## config.mk

```make
export PLATFORM = sky130hd
export DESIGN_NAME = rtc_core
export DESIGN_NICKNAME = d
export VERILOG_FILES = /design/src/logic/rtc_core.v /design/src/logic/rtc_presc.v /design/src/logic/rtc_tfilt.v
export VERILOG_INCLUDE_DIRS = /design/src /design/src/logic
export SDC_FILE = /design/constraint.sdc
export NUM_CORES = 1
export LEC_CHECK = 0
export BUFFER_PORTS_ARGS = -buffer_cell sky130_fd_sc_hd__buf_2
export CAP_MARGIN = 20
export CELL_PAD_IN_SITES_DETAIL_PLACEMENT = 1
export CELL_PAD_IN_SITES_GLOBAL_PLACEMENT = 2
export CORE_MARGIN = 2
export CORE_UTILIZATION = 39
export CTS_CLUSTER_DIAMETER = 50
export DETAILED_ROUTE_END_ITERATION = 10
export PLACE_DENSITY = 0.79
export SETUP_SLACK_MARGIN = 0.1
export SYNTH_ARGS = -nofsm -noshare
export SYNTH_HDL_FRONTEND = slang
export SYNTH_SLANG_ARGS = --single-unit
export TNS_END_PERCENT = 100
```

## constraint.sdc

```tcl
create_clock -name clk_in -period 3.6 [get_ports clk_in]
set_input_delay 0.18 -clock clk_in [delete_from_list [all_inputs] [get_ports clk_in]]
set_output_delay 0.18 -clock clk_in [all_outputs]
set_load 0.02 [all_outputs]
```

## src/logic/rtc_defs.vh

```
// Shared constants of the battery-backed calendar clock: offsets, fields, resets, timing.
// Assumes a 40 MHz system clock and a synchronised 32.768 kHz crystal sample path.
// Function
// RL1: Calendar counters with leap year and daylight saving
// RL2: Time match sets alarm flag, enabled interrupt
// RL3: Optional date match extends alarm comparison
// RL4: Alarm condition driven out as wake source
// RL5: Minute countdown with enable and expiry interrupt
// RL6: Seven periodic sampling interrupt sources
// RL7: Software compensation value corrects 1 Hz tick
// RL8: Correct code sequence unlocks protected registers
// RL9: Any write to enable field relocks
// RL10: Unlock window lasts at most two seconds
// RL11: Fifteen second open window after power-on
// RL12: Enable bits always writable, rest protected; code accepts control writes but changes ctl only when wr_ok
// RL13: Reset only from supply-level power-on
// RL14: Thirty-two byte standby RAM kept on battery
// RL15: Two tamper inputs with enable and polarity
// RL16: Battery removal selectable as tamper event
// RL17: Tamper inputs pass digital low-pass filter
// RL18: Tamper enabled at reset, interrupts, time-stamps
// RL19: Bus gating stops register access, not timekeeping
// RL20: Reserved bits read zero; reads always allowed
// RL21: Bad or locked writes, reserved reads error
// RL22: Software supplies only valid time values
// RL23: Status bit zero flags unstable counters
// RL24: Unlock codes and length are parameters
// RL25: Crystal domain events synchronised safely
`ifndef RTC_DEFS_VH
`define RTC_DEFS_VH

`define RTC_CLK_HZ       40000000
`define RTC_UNLOCK_S     2
`define RTC_POR_S        15
`define RTC_UNLOCK_CYC   (`RTC_UNLOCK_S * `RTC_CLK_HZ)
`define RTC_POR_CYC      (`RTC_POR_S * `RTC_CLK_HZ)
`define RTC_PRESC_TOP    15'h7fff
`define RTC_UNSTABLE_TICKS 15'h0004

`define RTC_A_YRMON      6'h00
`define RTC_A_DAYS       6'h01
`define RTC_A_HOURMIN    6'h02
`define RTC_A_SECONDS    6'h03
`define RTC_A_ALM_YRMON  6'h04
`define RTC_A_ALM_DAYS   6'h05
`define RTC_A_ALM_HM     6'h06
`define RTC_A_ALM_SEC    6'h07
`define RTC_A_CTRL       6'h08
`define RTC_A_STATUS     6'h09
`define RTC_A_ISR        6'h0a
`define RTC_A_IER        6'h0b
`define RTC_A_COUNTDOWN  6'h0c
`define RTC_A_COMPEN     6'h0d
`define RTC_A_TAMP_CFG   6'h0e
`define RTC_A_TAMP_SRC   6'h0f
`define RTC_A_TS_YRMON   6'h10
`define RTC_A_TS_DAYS    6'h11
`define RTC_A_TS_HM      6'h12
`define RTC_A_TS_SEC     6'h13
`define RTC_A_DST_HOUR   6'h14
`define RTC_A_DST_MONTH  6'h15
`define RTC_A_DST_DAY    6'h16
`define RTC_RAM_BIT      5

`define RTC_CTL_FULL     2
`define RTC_CTL_CDEN     3
`define RTC_CTL_DST      4
`define RTC_IS_TMPR      0
`define RTC_IS_ALM       1
`define RTC_IS_CDT       2
`define RTC_ISR_RST      10'h001
`define RTC_IER_RST      10'h001
`define RTC_TCFG_RST     16'h001f
`define RTC_MON_RST      4'h1
`define RTC_DAY_RST      5'h01
`define RTC_NOLEAP_A     8'hf4
`define RTC_NOLEAP_B     8'h58

`endif

```

## src/logic/rtc_core.v

```verilog
// Calendar clock top: counters, alarm, countdown, protection, standby RAM, tamper, registers.
// Assumes resetn_in is the supply-level power-on reset and register requests are on clk_in.
`include "rtc_defs.vh"
module rtc_core #(
    parameter        UNLOCK_LEN   = 3,
    parameter [7:0]  UNLOCK_CODES = 8'h1e,
    parameter [29:0] UNLOCK_CYC   = `RTC_UNLOCK_CYC,
    parameter [29:0] POR_CYC      = `RTC_POR_CYC
) (
    input  wire        clk_in,
    input  wire        resetn_in,
    input  wire        ce_in,
    input  wire        bus_clk_en_in,
    input  wire        crystal_input_in,
    input  wire [1:0]  tamper_pin_in,
    input  wire        battery_lost_in,
    input  wire        reg_wr_in,
    input  wire        reg_rd_in,
    input  wire [5:0]  reg_addr_in,
    input  wire [15:0] reg_wdata_in,
    output reg  [15:0] reg_rdata_out,
    output reg         reg_ack_out,
    output reg         reg_err_out,
    output wire        irq_out,
    output reg         alarm_out
);
    reg [7:0]  year;
    reg [3:0]  mon;
    reg [4:0]  day;
    reg [2:0]  dow;
    reg [4:0]  hour;
    reg [5:0]  mins;
    reg [5:0]  sec;
    reg [7:0]  a_year;
    reg [3:0]  a_mon;
    reg [4:0]  a_day;
    reg [4:0]  a_hour;
    reg [5:0]  a_min;
    reg [5:0]  a_sec;
    reg [4:2]  ctl;
    reg [9:0]  isr;
    reg [9:0]  ier;
    reg [7:0]  cdt;
    reg [7:0]  comp_val;
    reg [7:0]  comp_int;
    reg [15:0] tcfg;
    reg [2:0]  tsrc;
    reg [15:0] ts_ym;
    reg [15:0] ts_dy;
    reg [15:0] ts_hm;
    reg [15:0] ts_sc;
    reg [9:0]  dst_hr;
    reg [7:0]  dst_mon;
    reg [9:0]  dst_day;
    reg        dst_rep;
    reg [29:0] ulk_cnt;
    reg [29:0] por_cnt;
    reg [2:0]  step;
    reg [7:0]  ram [0:31];
    reg [15:0] rv;
    reg        rok;
    integer    k;

    wire       tick;
    wire       sec_t;
    wire [6:0] samp;
    wire       unstable;
    wire [2:0] det;

    ////////////////////////////////////////////////////////////////////////////
    function leap;
        input [7:0] y;
        leap = (y[1:0] == 2'b00) && y != `RTC_NOLEAP_A && y != `RTC_NOLEAP_B;
    endfunction

    function [4:0] dim;
        input [3:0] m;
        input [7:0] y;
        case (m)
            4'h2: dim = leap(y) ? 5'h1d : 5'h1c;
            4'h4, 4'h6, 4'h9, 4'hb: dim = 5'h1e;
            default: dim = 5'h1f;
        endcase
    endfunction

    ////////////////////////////////////////////////////////////////////////////
    rtc_presc u_presc (
        .clk_in           (clk_in),
        .resetn_in        (resetn_in),
        .ce_in            (ce_in),
        .crystal_input_in (crystal_input_in),
        .comp_val_in      (comp_val),
        .comp_int_in      (comp_int),
        .tick_out         (tick),
        .sec_out          (sec_t),
        .samp_out         (samp),
        .unstable_out     (unstable)
    );

    genvar g;
    generate
        for (g = 0; g < 3; g = g + 1) begin : g_tamp
            rtc_tfilt u_filt (
                .clk_in    (clk_in),
                .resetn_in (resetn_in),
                .ce_in     (ce_in),
                .tick_in   (tick),
                .pin_in    (g == 2 ? battery_lost_in : tamper_pin_in[g % 2]),
                .pol_in    (g == 2 ? 1'b1 : tcfg[2 + g]),
                .en_in     (g == 2 ? tcfg[4] : tcfg[g]), // RL16
                .width_in  (g == 2 ? 8'h00 : tcfg[15:8]),
                .det_out   (det[g])
            );
        end
    endgenerate

    ////////////////////////////////////////////////////////////////////////////
    wire unlocked = ulk_cnt != 30'h0;
    wire por_win  = por_cnt != 30'h0;
    wire wr_ok    = unlocked | por_win;
    wire is_ctl   = reg_addr_in == `RTC_A_CTRL;
    wire acc_w    = bus_clk_en_in & reg_wr_in; // RL19
    wire acc_r    = bus_clk_en_in & reg_rd_in & ~reg_wr_in;
    wire w_err    = ~rok | (~is_ctl & ~wr_ok); // RL21
    wire wr_go    = acc_w & ~w_err;
    wire code_hit = reg_wdata_in[1:0] == UNLOCK_CODES[2 * step +: 2]; // RL24

    wire [15:0] w_ym = {year, 4'h0, mon};
    wire [15:0] w_dy = {5'h00, dow, 3'h0, day};
    wire [15:0] w_hm = {3'h0, hour, 2'h0, mins};
    wire [15:0] w_sc = {10'h000, sec};

    wire min_roll  = sec_t && sec == 6'h3b;
    wire hour_roll = min_roll && mins == 6'h3b;
    wire at_start  = ctl[`RTC_CTL_DST] && mon == dst_mon[7:4] && day == dst_day[9:5] && hour == dst_hr[9:5];
    wire at_end    = ctl[`RTC_CTL_DST] && mon == dst_mon[3:0] && day == dst_day[4:0] && hour == dst_hr[4:0];

    wire match = sec == a_sec && mins == a_min && hour == a_hour && // RL2
                 (~ctl[`RTC_CTL_FULL] || (day == a_day && mon == a_mon && year == a_year)); // RL3

    wire [9:0] isr_set = {samp, min_roll && ctl[`RTC_CTL_CDEN] && cdt == 8'h01, // RL5
                          match & ~alarm_out, |det}; // RL18
    wire [9:0] isr_clr = (wr_go && reg_addr_in == `RTC_A_ISR) ? reg_wdata_in[9:0] : 10'h000;
    wire [2:0] src_clr = (wr_go && reg_addr_in == `RTC_A_TAMP_SRC) ? reg_wdata_in[2:0] : 3'h0;

    assign irq_out = |(isr & ier); // RL2

    ////////////////////////////////////////////////////////////////////////////
    // Read view; reserved bits stay zero
    always @* begin
        rv  = 16'h0000;
        rok = 1'b1;
        if (reg_addr_in[`RTC_RAM_BIT]) begin
            rv = {8'h00, ram[reg_addr_in[4:0]]}; // RL14
        end else begin
            case (reg_addr_in)
                `RTC_A_YRMON:     rv = w_ym;
                `RTC_A_DAYS:      rv = w_dy;
                `RTC_A_HOURMIN:   rv = w_hm;
                `RTC_A_SECONDS:   rv = w_sc;
                `RTC_A_ALM_YRMON: rv = {a_year, 4'h0, a_mon};
                `RTC_A_ALM_DAYS:  rv = {11'h000, a_day};
                `RTC_A_ALM_HM:    rv = {3'h0, a_hour, 2'h0, a_min};
                `RTC_A_ALM_SEC:   rv = {10'h000, a_sec};
                `RTC_A_CTRL:      rv = {11'h000, ctl, 2'b00};
                `RTC_A_STATUS:    rv = {13'h0000, por_win, unlocked, unstable}; // RL23
                `RTC_A_ISR:       rv = {6'h00, isr};
                `RTC_A_IER:       rv = {6'h00, ier};
                `RTC_A_COUNTDOWN: rv = {8'h00, cdt};
                `RTC_A_COMPEN:    rv = {comp_int, comp_val};
                `RTC_A_TAMP_CFG:  rv = tcfg;
                `RTC_A_TAMP_SRC:  rv = {13'h0000, tsrc};
                `RTC_A_TS_YRMON:  rv = ts_ym;
                `RTC_A_TS_DAYS:   rv = ts_dy;
                `RTC_A_TS_HM:     rv = ts_hm;
                `RTC_A_TS_SEC:    rv = ts_sc;
                `RTC_A_DST_HOUR:  rv = {3'h0, dst_hr[9:5], 3'h0, dst_hr[4:0]};
                `RTC_A_DST_MONTH: rv = {4'h0, dst_mon[7:4], 4'h0, dst_mon[3:0]};
                `RTC_A_DST_DAY:   rv = {3'h0, dst_day[9:5], 3'h0, dst_day[4:0]};
                default:          rok = 1'b0;
            endcase
        end
    end

    ////////////////////////////////////////////////////////////////////////////
    // Only the supply-level reset clears this state
    always @(posedge clk_in or negedge resetn_in) begin // RL13
        if (!resetn_in) begin
            year          <= 8'h00;
            mon           <= `RTC_MON_RST;
            day           <= `RTC_DAY_RST;
            dow           <= 3'h0;
            hour          <= 5'h00;
            mins          <= 6'h00;
            sec           <= 6'h00;
            a_year        <= 8'h00;
            a_mon         <= 4'h0;
            a_day         <= 5'h00;
            a_hour        <= 5'h00;
            a_min         <= 6'h00;
            a_sec         <= 6'h00;
            ctl           <= 3'h0;
            isr           <= `RTC_ISR_RST; // RL18
            ier           <= `RTC_IER_RST;
            cdt           <= 8'h00;
            comp_val      <= 8'h00;
            comp_int      <= 8'h00;
            tcfg          <= `RTC_TCFG_RST; // RL18
            tsrc          <= 3'h0;
            ts_ym         <= 16'h0000;
            ts_dy         <= 16'h0000;
            ts_hm         <= 16'h0000;
            ts_sc         <= 16'h0000;
            dst_hr        <= 10'h000;
            dst_mon       <= 8'h00;
            dst_day       <= 10'h000;
            dst_rep       <= 1'b0;
            ulk_cnt       <= 30'h0;
            por_cnt       <= POR_CYC; // RL11
            step          <= 3'h0;
            alarm_out     <= 1'b0;
            reg_rdata_out <= 16'h0000;
            reg_ack_out   <= 1'b0;
            reg_err_out   <= 1'b0;
            for (k = 0; k < 32; k = k + 1)
                ram[k] <= 8'h00;
        end else if (ce_in) begin
            // Timekeeping runs from the crystal tick regardless of bus gating
            if (sec_t) begin // RL1
                sec <= (sec == 6'h3b) ? 6'h00 : sec + 6'h01;
            end
            if (min_roll) begin
                mins <= (mins == 6'h3b) ? 6'h00 : mins + 6'h01;
                if (ctl[`RTC_CTL_CDEN] && cdt != 8'h00)
                    cdt <= cdt - 8'h01; // RL5
            end
            if (hour_roll) begin
                if (at_start) begin
                    hour <= hour + 5'h02; // RL1
                end else if (at_end && !dst_rep) begin
                    dst_rep <= 1'b1;
                end else begin
                    dst_rep <= 1'b0;
                    if (hour == 5'h17) begin
                        hour <= 5'h00;
                        dow  <= (dow == 3'h6) ? 3'h0 : dow + 3'h1;
                        if (day == dim(mon, year)) begin // RL1
                            day <= 5'h01;
                            if (mon == 4'hc) begin
                                mon  <= 4'h1;
                                year <= year + 8'h01;
                            end else begin
                                mon <= mon + 4'h1;
                            end
                        end else begin
                            day <= day + 5'h01;
                        end
                    end else begin
                        hour <= hour + 5'h01;
                    end
                end
            end
            alarm_out <= match; // RL4
            isr       <= (isr & ~isr_clr) | isr_set; // RL6
            tsrc      <= (tsrc & ~src_clr) | det; // RL15
            if (|det) begin
                ts_ym <= w_ym; // RL18
                ts_dy <= w_dy;
                ts_hm <= w_hm;
                ts_sc <= w_sc;
            end
            if (por_win)
                por_cnt <= por_cnt - 30'h1; // RL11
            if (unlocked)
                ulk_cnt <= ulk_cnt - 30'h1; // RL10
            // Enable field writes never error; ctl changes only when wr_ok
            if (acc_w && is_ctl) begin // RL12
                if (unlocked) begin
                    ulk_cnt <= 30'h0; // RL9
                    step    <= 3'h0;
                end else if (!code_hit) begin
                    step <= 3'h0; // RL8
                end else if (step == UNLOCK_LEN - 1) begin
                    ulk_cnt <= UNLOCK_CYC; // RL8
                    step    <= 3'h0;
                end else begin
                    step <= step + 3'h1;
                end
            end
            // Software writes take priority over counting in the same cycle
            if (wr_go) begin
                if (reg_addr_in[`RTC_RAM_BIT]) begin
                    ram[reg_addr_in[4:0]] <= reg_wdata_in[7:0]; // RL14
                end else begin
                    case (reg_addr_in)
                        `RTC_A_YRMON: begin
                            year <= reg_wdata_in[15:8];
                            mon  <= reg_wdata_in[3:0];
                        end
                        `RTC_A_DAYS: begin
                            dow <= reg_wdata_in[10:8];
                            day <= reg_wdata_in[4:0];
                        end
                        `RTC_A_HOURMIN: begin
                            hour <= reg_wdata_in[12:8];
                            mins <= reg_wdata_in[5:0];
                        end
                        `RTC_A_SECONDS:   sec <= reg_wdata_in[5:0];
                        `RTC_A_ALM_YRMON: begin
                            a_year <= reg_wdata_in[15:8];
                            a_mon  <= reg_wdata_in[3:0];
                        end
                        `RTC_A_ALM_DAYS:  a_day <= reg_wdata_in[4:0];
                        `RTC_A_ALM_HM: begin
                            a_hour <= reg_wdata_in[12:8];
                            a_min  <= reg_wdata_in[5:0];
                        end
                        `RTC_A_ALM_SEC:   a_sec <= reg_wdata_in[5:0];
                        `RTC_A_CTRL:      if (wr_ok) ctl <= reg_wdata_in[4:2]; // RL12
                        `RTC_A_IER:       ier <= reg_wdata_in[9:0];
                        `RTC_A_COUNTDOWN: cdt <= reg_wdata_in[7:0];
                        `RTC_A_COMPEN: begin
                            comp_int <= reg_wdata_in[15:8]; // RL7
                            comp_val <= reg_wdata_in[7:0];
                        end
                        `RTC_A_TAMP_CFG:  tcfg <= {reg_wdata_in[15:8], 3'h0, reg_wdata_in[4:0]};
                        `RTC_A_DST_HOUR:  dst_hr <= {reg_wdata_in[12:8], reg_wdata_in[4:0]};
                        `RTC_A_DST_MONTH: dst_mon <= {reg_wdata_in[11:8], reg_wdata_in[3:0]};
                        `RTC_A_DST_DAY:   dst_day <= {reg_wdata_in[12:8], reg_wdata_in[4:0]};
                        default: ;
                    endcase
                end
            end
            // One-cycle answer to every accepted access
            reg_ack_out <= acc_w | acc_r;
            reg_err_out <= (acc_w & w_err) | (acc_r & ~rok); // RL21
            if (acc_r)
                reg_rdata_out <= rok ? rv : 16'hffff; // RL20
        end
    end
endmodule // rtc_core

```

## src/logic/rtc_presc.v

```verilog
// 32.768 kHz prescaler with 1 Hz compensation, sampling events and unstable window.
// Assumes the crystal input is asynchronous to clk_in and much slower than it.
`include "rtc_defs.vh"
module rtc_presc (
    input  wire       clk_in,
    input  wire       resetn_in,
    input  wire       ce_in,
    input  wire       crystal_input_in,
    input  wire [7:0] comp_val_in,
    input  wire [7:0] comp_int_in,
    output reg        tick_out,
    output reg        sec_out,
    output reg  [6:0] samp_out,
    output reg        unstable_out
);
    reg        xs1;
    reg        xs2;
    reg        xs3;
    reg [14:0] presc;
    reg [7:0]  ccnt;
    integer    i;

    wire        tick  = xs2 & ~xs3; // RL25
    // Positive value shortens the corrected second
    wire [14:0] limit = (ccnt == 8'h00 && comp_int_in != 8'h00) ?
                        `RTC_PRESC_TOP - {{7{comp_val_in[7]}}, comp_val_in} : `RTC_PRESC_TOP; // RL7

    always @(posedge clk_in or negedge resetn_in) begin
        if (!resetn_in) begin
            xs1       <= 1'b0;
            xs2       <= 1'b0;
            xs3       <= 1'b0;
            presc     <= 15'h0000;
            ccnt      <= 8'h00;
            tick_out  <= 1'b0;
            sec_out   <= 1'b0;
            samp_out  <= 7'h00;
            unstable_out <= 1'b0;
        end else if (ce_in) begin
            xs1       <= crystal_input_in; // RL25
            xs2       <= xs1;
            xs3       <= xs2;
            tick_out  <= tick;
            sec_out   <= tick && presc >= limit;
            unstable_out <= (limit - presc) < `RTC_UNSTABLE_TICKS; // RL23
            for (i = 0; i < 7; i = i + 1)
                samp_out[i] <= tick && ((presc & (15'h3fff >> i)) == (15'h3fff >> i)); // RL6
            if (tick) begin
                if (presc >= limit) begin
                    presc <= 15'h0000;
                    ccnt  <= (ccnt == 8'h00) ? comp_int_in - 8'h01 : ccnt - 8'h01; // RL7
                end else begin
                    presc <= presc + 15'h0001;
                end
            end
        end
    end
endmodule // rtc_presc

```

## src/logic/rtc_tfilt.v

```verilog
// One tamper input: synchroniser, polarity, enable and digital low-pass filter.
// Assumes tick_in is a one-cycle pulse at the crystal rate.
module rtc_tfilt (
    input  wire       clk_in,
    input  wire       resetn_in,
    input  wire       ce_in,
    input  wire       tick_in,
    input  wire       pin_in,
    input  wire       pol_in,
    input  wire       en_in,
    input  wire [7:0] width_in,
    output reg        det_out
);
    reg       ps1;
    reg       ps2;
    reg       hit;
    reg [7:0] cnt;

    wire act = en_in & (ps2 == pol_in); // RL15

    always @(posedge clk_in or negedge resetn_in) begin
        if (!resetn_in) begin
            ps1     <= 1'b0;
            ps2     <= 1'b0;
            hit     <= 1'b0;
            cnt     <= 8'h00;
            det_out <= 1'b0;
        end else if (ce_in) begin
            ps1     <= pin_in;
            ps2     <= ps1;
            det_out <= 1'b0;
            if (!act) begin
                cnt <= 8'h00;
                hit <= 1'b0;
            end else if (tick_in) begin
                // Level must hold width_in+1 crystal ticks before it counts
                if (cnt < width_in) begin
                    cnt <= cnt + 8'h01; // RL17
                end else if (!hit) begin
                    hit     <= 1'b1;
                    det_out <= 1'b1;
                end
            end
        end
    end
endmodule // rtc_tfilt

```

==> results of run 1 <==
[flip-flops by register name, indices dropped and copies added (netlist names), 7 cells and up]
register,flops
ram,256
por_cnt,30
ulk_cnt,30
g_tamp.u_filt.cnt,16
reg_rdata_out,16
u_presc.presc,15
tcfg,13
ts_ym,12
ts_hm,11
dst_day,10
dst_hr,10
ier,10
isr,10
a_year,8
cdt,8
comp_int,8
comp_val,8
dst_mon,8
ts_dy,8
u_presc.ccnt,8
year,8
u_presc.samp_out,7
[power by group]
part           switching, mW  internal [mW]
Clock                   3.60           5.31
Combinational           2.18           1.51
Sequential             0.758           7.49
[repair_timing]
item | CTS | global route
pin swaps | 2 | 3
setup endpoints to repair | 180 | 119
setup buffers | 2 | 1
hold buffers | 17 | 0
endpoints found under the hold margin | 105 | 0
resized for setup | 10 | 22
[layer usage]
| layer | track usage (%) | share of wire [%] | vias up |
|---|---|---|---|
| met5 | 0 | 0.012 | - |
| met4 | 9.82 | 3.9 | 2 |
| met3 | 4.00 | 5.4 | 213 |
| met2 | 42.7 | 47 | 727 |
| met1 | 35.8 | 44 | 12900 |
| li1 | - | - | 10600 |
[final timing paths]
check                      depth (start not counted)                 endpoint
min                                                3                   isr[8]
min reg2reg                                        2        reg_rdata_out[14]
max reg2reg                                        5                   ctl[2]
max                                                5                   ctl[2]
min in group asynchronous                          2              ulk_cnt[13]
max in group asynchronous                          3  g_tamp[0].u_filt.cnt[0]
[kinds of logic (layout without fill, tap and decap cells)]
family	after synthesis	after routing	share of synthesized area (%)
buffers and inverters	267	451	3.28
XOR/XNOR	113	113	3.14
other	0	1	0
AO/OA/AOI/OAI	533	533	11.4
multiplexers	484	484	20.2
flip-flops	602	602	47.9
adder cells (fa/ha/maj)	53	53	2.10
AND/OR/NAND/NOR	753	753	12.0
[synth_stat cells (8+ instances only)]
cell type and instances:
and3_1 23, nand3_1 87, o31ai_1 20, mux2_2 286, o21ai_0 148, nor2_2 20
mux2i_1 18, nor2_1 135, o22ai_1 12, mux2_1 98, o2bb2ai_1 9, xnor2_1 62
a21o_1 15, buf_2 11, a31oi_1 32, nor4_1 38, a22oi_1 48, a21oi_1 87
nor2b_1 8, a32o_1 8, nand3b_1 10, dfrtp_1 583, clkbuf_1 157, buf_1 21
ha_1 53, a22o_1 30, or4_1 9, nand4_1 44, or3_1 17, dfstp_2 19
a211oi_1 8, and2_1 14, nand2b_1 17, o41ai_1 13, a2111oi_0 10, inv_1 73
nor3_1 64, xor2_1 51, mux4_2 82, a221oi_1 18, nand2_1 220
[cell type report]
cell class	count	share of cell area, %
multi-input combinational	1936	42.1
sequential	602	40.8
clock buffer	109	6.40
timing repair buffer	214	4.47
tap	1060	3.58
clock inverter	54	1.86
inverter	74	0.751
antenna	1	0.00676
[critical path: stages (launching register included)]
cell and delay (ps):
dfrtp_1 430, or4_4 560, or4b_4 550, or4_4 580, o2111ai_1 820, mux2_2 420
[metrics by stage]
step	std cells	hold slack, ps	util (%)	setup TNS, ps
global placement	3864	313	41.8	-133
floorplan	2805	-116	-	0
finish	4050	69.9	46.1	0
detailed placement	3865	308	41.8	-676
CTS	4047	52.5	45.9	0
global route	4050	57.7	46.1	0
==> reports/metrics.csv, run 1 <==
metric,value,unit
status,"complete, no violations",
grt_pass1_wl,167000,um
rrSetupSlack,110,ps
hpwl,75200,um
peakVddDrop,0.382,mV
area_delta_synth_final,17.4,%
globalRouteTotalUtil,26.3,%
rows,104,
dpl-instance-area,33600,sq um
syn-cell-area,31500,sq um
drive_above_1_share,26.9,%
viasPerCell,6.03,
synth_area_per_cell,11.2,sq um
io_buffers,51,
rsz0062_at_grt,yes,
clk_latency,670,ps
timing.rr.start,por_cnt[2],
clockRootBuffer,clkbuf_16,
hp-class,in2reg,
ys_types,85,
synth.largest_area_cell,dfrtp_1,
finalCriticalPeriod,3490,ps
synth_seq_cells,602,
yosysSeqAreaShare,47.9,%
drtAntennaViolNets,0,
route.vias.total,24400,
gp_congestion,0.926,
first_global_vias,26300,
fp.dieW,288,um
cts.sinks,602,
antenna_found_initial,3,
clock_skew,34.2,ps
fill_cells,8412,
cap_violations,0,
ios,52,
cp.required,4130,ps
max_freq,286,MHz
setup_viol_count_final,0,
numCtsBuffers,87,
worstPathArrival,4020,ps
post_drt_wl_per_cell,26.7,um
worst_slew_pin_slew,1070,ps
timing.final.crit_share,97.0,%
die-area,83100,sq um
end_kind,flop,
p_leak,16.7,nW
synthTopCellsByArea,"dfrtp_1 46%, mux2_2 10%, mux4_2 5.9%, mux2_1 3.5%, nand2_1 2.6%",
drcViolationCount,0,
clk_pin_slew,60,ps
multi_input_area,15600,sq um
worstPathMaxFanout,5,
p_per_area,563,nW/um^2
seq_area,15100,sq um
grt_overflow,0,
core-area,80300,sq um
layout_commonest_cell,dfrtp_1,
first_iter_violations,1796,
firstDrtPassIters,5,
final_nets,3000,
synthArstFlopShare,100,%
synth-edff-count,0,
ctsHtreeMaxLevel,3,
crit_start,por_cnt[2],
finalHoldViolCount,0,
ys_warn_count,0,
wl,108000,um
totalPowerFinal,20.8,mW
synth_top_flop_cell,dfrtp_1,
synthCells,2805,
synth_fp_nets,2890,
initial_utilization,39.2,%
path_class,reg2reg,
design_area,37000,sq um
worst_slack,108,ps
die_h,288,um
cts_tree,done,
final_cell_mix,"583 x dfrtp_1, 286 x mux2_2, 219 x nand2_1",
maxSlewHeadroom,28.8,%
clock_path_buffers,3,
startpoint_type,flop,
slew_viol_final,0,
grt_max_degree,94,
yosys.area.top_type_share,46.3,%
pre_cts_ws,-36.4,ps
min_from,reg_wdata_in[8],
Power figures use the tool's default switching activity.
==> inputs of run 2 (changes only) <==
--- a/config.mk
+++ b/config.mk
@@ -11,10 +11,10 @@
 export CELL_PAD_IN_SITES_DETAIL_PLACEMENT = 1
 export CELL_PAD_IN_SITES_GLOBAL_PLACEMENT = 2
 export CORE_MARGIN = 2
-export CORE_UTILIZATION = 39
+export CORE_UTILIZATION = 44
 export CTS_CLUSTER_DIAMETER = 50
 export DETAILED_ROUTE_END_ITERATION = 10
-export PLACE_DENSITY = 0.79
+export PLACE_DENSITY = 0.84
 export SETUP_SLACK_MARGIN = 0.1
 export SYNTH_ARGS = -nofsm -noshare
 export SYNTH_HDL_FRONTEND = slang
==> constraint.sdc (replaced) <==
create_clock -name clk_in -period 3.8 [get_ports clk_in]
set_input_delay 0.19 -clock clk_in [delete_from_list [all_inputs] [get_ports clk_in]]
set_output_delay 0.19 -clock clk_in [all_outputs]
set_load 0.02 [all_outputs]
==> run 2 against run 1 <==
  * Via count is 1.4% higher
  * Register-to-register slack better by 160 ps
  * Critical path depth is 8 higher
  * Largest power group unchanged
  * Clock power is 9.6% lower
  * Clock skew is 1.1 ps lower
  * Non-clock buffer count is 32 lower
  * Die area is 11% lower
==> reports/metrics.csv, run 2 (synthesis results as in run 1) <==
metric,value,unit,change
status,"complete, no violations",,
timing.final.crit_share,92.9,%,-4.1 points
numCtsBuffers,82,,-5.7%
grt_pass1_wl,167000,um,about the same
core-area,71200,sq um,-11%
power.internal,13.3,mW,-6.9%
setup_viol_count_final,0,,unchanged
drive_above_1_share,25.7,%,-1.2 points
slew_viol_final,0,,unchanged
p_per_area,529,nW/um^2,-6.1%
worstPathMaxFanout,8,,+3
cts.sinks,602,,unchanged
power_switching,5.90,mW,-9.8%
drcViolationCount,0,,unchanged
layout_commonest_cell,dfrtp_1,,
die_h,272,um,-5.8%
pre_cts_ws,-132,ps,-95.3 ps
viasPerCell,6.36,,+5.5%
io_buffers,51,,unchanged
max_freq,283,MHz,-1.1%
cp.required,4370,ps,+240 ps
firstDrtPassIters,5,,unchanged
rows,98,,-5.8%
fin_cells,3896,,-3.8%
die-area,73800,sq um,-11%
clock_path_buffers,3,,unchanged
wl,108000,um,-0.18%
totalPowerFinal,19.2,mW,-7.8%
antenna_cells,0,,-1
drtAntennaViolNets,0,,unchanged
reg.largest.list,"ram (256), por_cnt (30), ulk_cnt (30)",,
path_class,reg2reg,,
min_from,reg_wdata_in[9],,
initial_utilization,44.2,%,+5.0 points
clk_latency,660,ps,about the same
clockRootBuffer,clkbuf_16,,
cap_violations,0,,unchanged
rsz0062_at_grt,yes,,
clk_pin_slew,60,ps,about the same
power_frac_comb,17.3,%,-0.4 points
antenna_found_initial,3,,unchanged
first_iter_violations,2189,,+22%
timing.rr.start,u_presc.ccnt[5],,
post_drt_wl_per_cell,27.7,um,+3.8%
ctsHtreeMaxLevel,3,,unchanged
swShare,30.7,%,-0.67 points
fin_util,51.0,%,+4.9 points
whs_path_depth,3,,unchanged
finalCriticalPeriod,3530,ps,+38.3 ps
first_global_vias,26500,,+0.57%
seqPwrFrac,40.8,%,+1.3 points
final_cell_mix,"583 x dfrtp_1, 286 x mux2_2, 215 x nand2_1",,
grt_overflow,0,,unchanged
ios,52,,unchanged
largest_reg_flops,256,,unchanged
peakVddDrop,0.370,mV,-3.1%
largest-register,ram,,
worst_slew_pin_slew,1150,ps,+80.0 ps
clock_skew,33.1,ps,-1.09 ps
crit_start,u_presc.ccnt[5],,
ff2ff_path_depth,13,,+8
end_kind,flop,,
worst_slack,269,ps,+162 ps
fp.dieW,272,um,-5.8%
worstPathArrival,4100,ps,+80 ps
hpwl,74200,um,-1.4%
startpoint_type,flop,,
p_leak,16.5,nW,-1.3%
cts_tree,done,,
maxSlewHeadroom,23.5,%,-5.3 points
area_delta_synth_final,15.3,%,
final_nets,2963,,-1.2%
hp-class,in2reg,,
route.vias.total,24800,,+1.4%
grt_max_degree,156,,+66%
globalRouteTotalUtil,29.4,%,+3.1 points
clockPowerShare,41.9,%,-0.9 points
placed_cells,3726,,-3.6%
gp_congestion,0.947,,+2.2%
finalHoldViolCount,0,,unchanged
run 2: cell count changes in the layout (fill, tap and decap cells not counted), sizes merged:
cell      delta
inv         -11
clkinv       +6
bufinv       +1
diode        -1
buf         -32
clkbuf       +3
clkinvlp    -10
run 2: cell type report:
| class | instances | area [sq um] |
|---|---|---|
| clock buffer | 112 | 2330 |
| fill | 7424 | 34900 |
| timing repair buffer | 182 | 1360 |
| sequential | 602 | 15100 |
| inverter | 74 | 278 |
| clock inverter | 40 | 532 |
| multi-input combinational | 1936 | 15500 |
| tap | 950 | 1190 |
run 2: critical path: stages (launching register included):
cell and delay [ps]:
dfrtp_1 440, nor3_4 250, nand4b_1 180, a31oi_2 230
buf_4 190, nand2_2 170, ha_1 360, buf_4 170
a21oi_1 300, a211oi_1 150, a2111oi_2 370, o2111ai_1 190
a2111oi_2 240, a32o_1 210
run 2: per-stage QoR:
stage	hold slack (ps)	cell area, sq um	setup TNS [ps]
finish	46.5	36300	0
detailed placement	142	33200	-132
floorplan	-106	31500	0
global route	67.0	36300	-28.2
global placement	147	33200	-3.48
CTS	8.24	36200	0
run 2: timing repair:
item | in CTS | in global routing
setup endpoints to repair | 91 | 259
buffers inserted | 0 | 1
pin swaps | 0 | 1
endpoints found under the hold margin | 136 | 0
resized for setup | 9 | 17
hold buffers | 17 | 0
run 2: power by group through the flow:
stage / clock (mW) / sequential, mW / combinational (mW)
3_5_place_dp: 0 / 7.91 / 3.19
3_3_place_gp: 0 / 7.85 / 3.02
5_1_grt: 8.41 / 7.92 / 3.65
4_1_cts: 8.16 / 7.81 / 3.26
2_1_floorplan: 0 / 7.63 / 2.21
6_report: 8.06 / 7.84 / 3.32
run 2: metal layers:
layer	global-route usage (%)	wire (um)	up-vias	share of wire, %
li1	-	-	10600	-
met1	39.3	45200	13000	42
met2	47.6	51000	953	47
met3	5.47	7450	264	6.9
met4	11.6	4380	6	4.0
met5	0	37	-	0.034
run 2: final timing paths:
kind / endpoint / slack [ps]
hold reg to reg: por_cnt[20] / 470
hold / removal: tcfg[9] / 50
setup / recovery: u_presc.unstable_out / 270
max in group asynchronous: ram[210] / 2520
setup reg to reg: u_presc.unstable_out / 270
min in group asynchronous: ulk_cnt[9] / 70
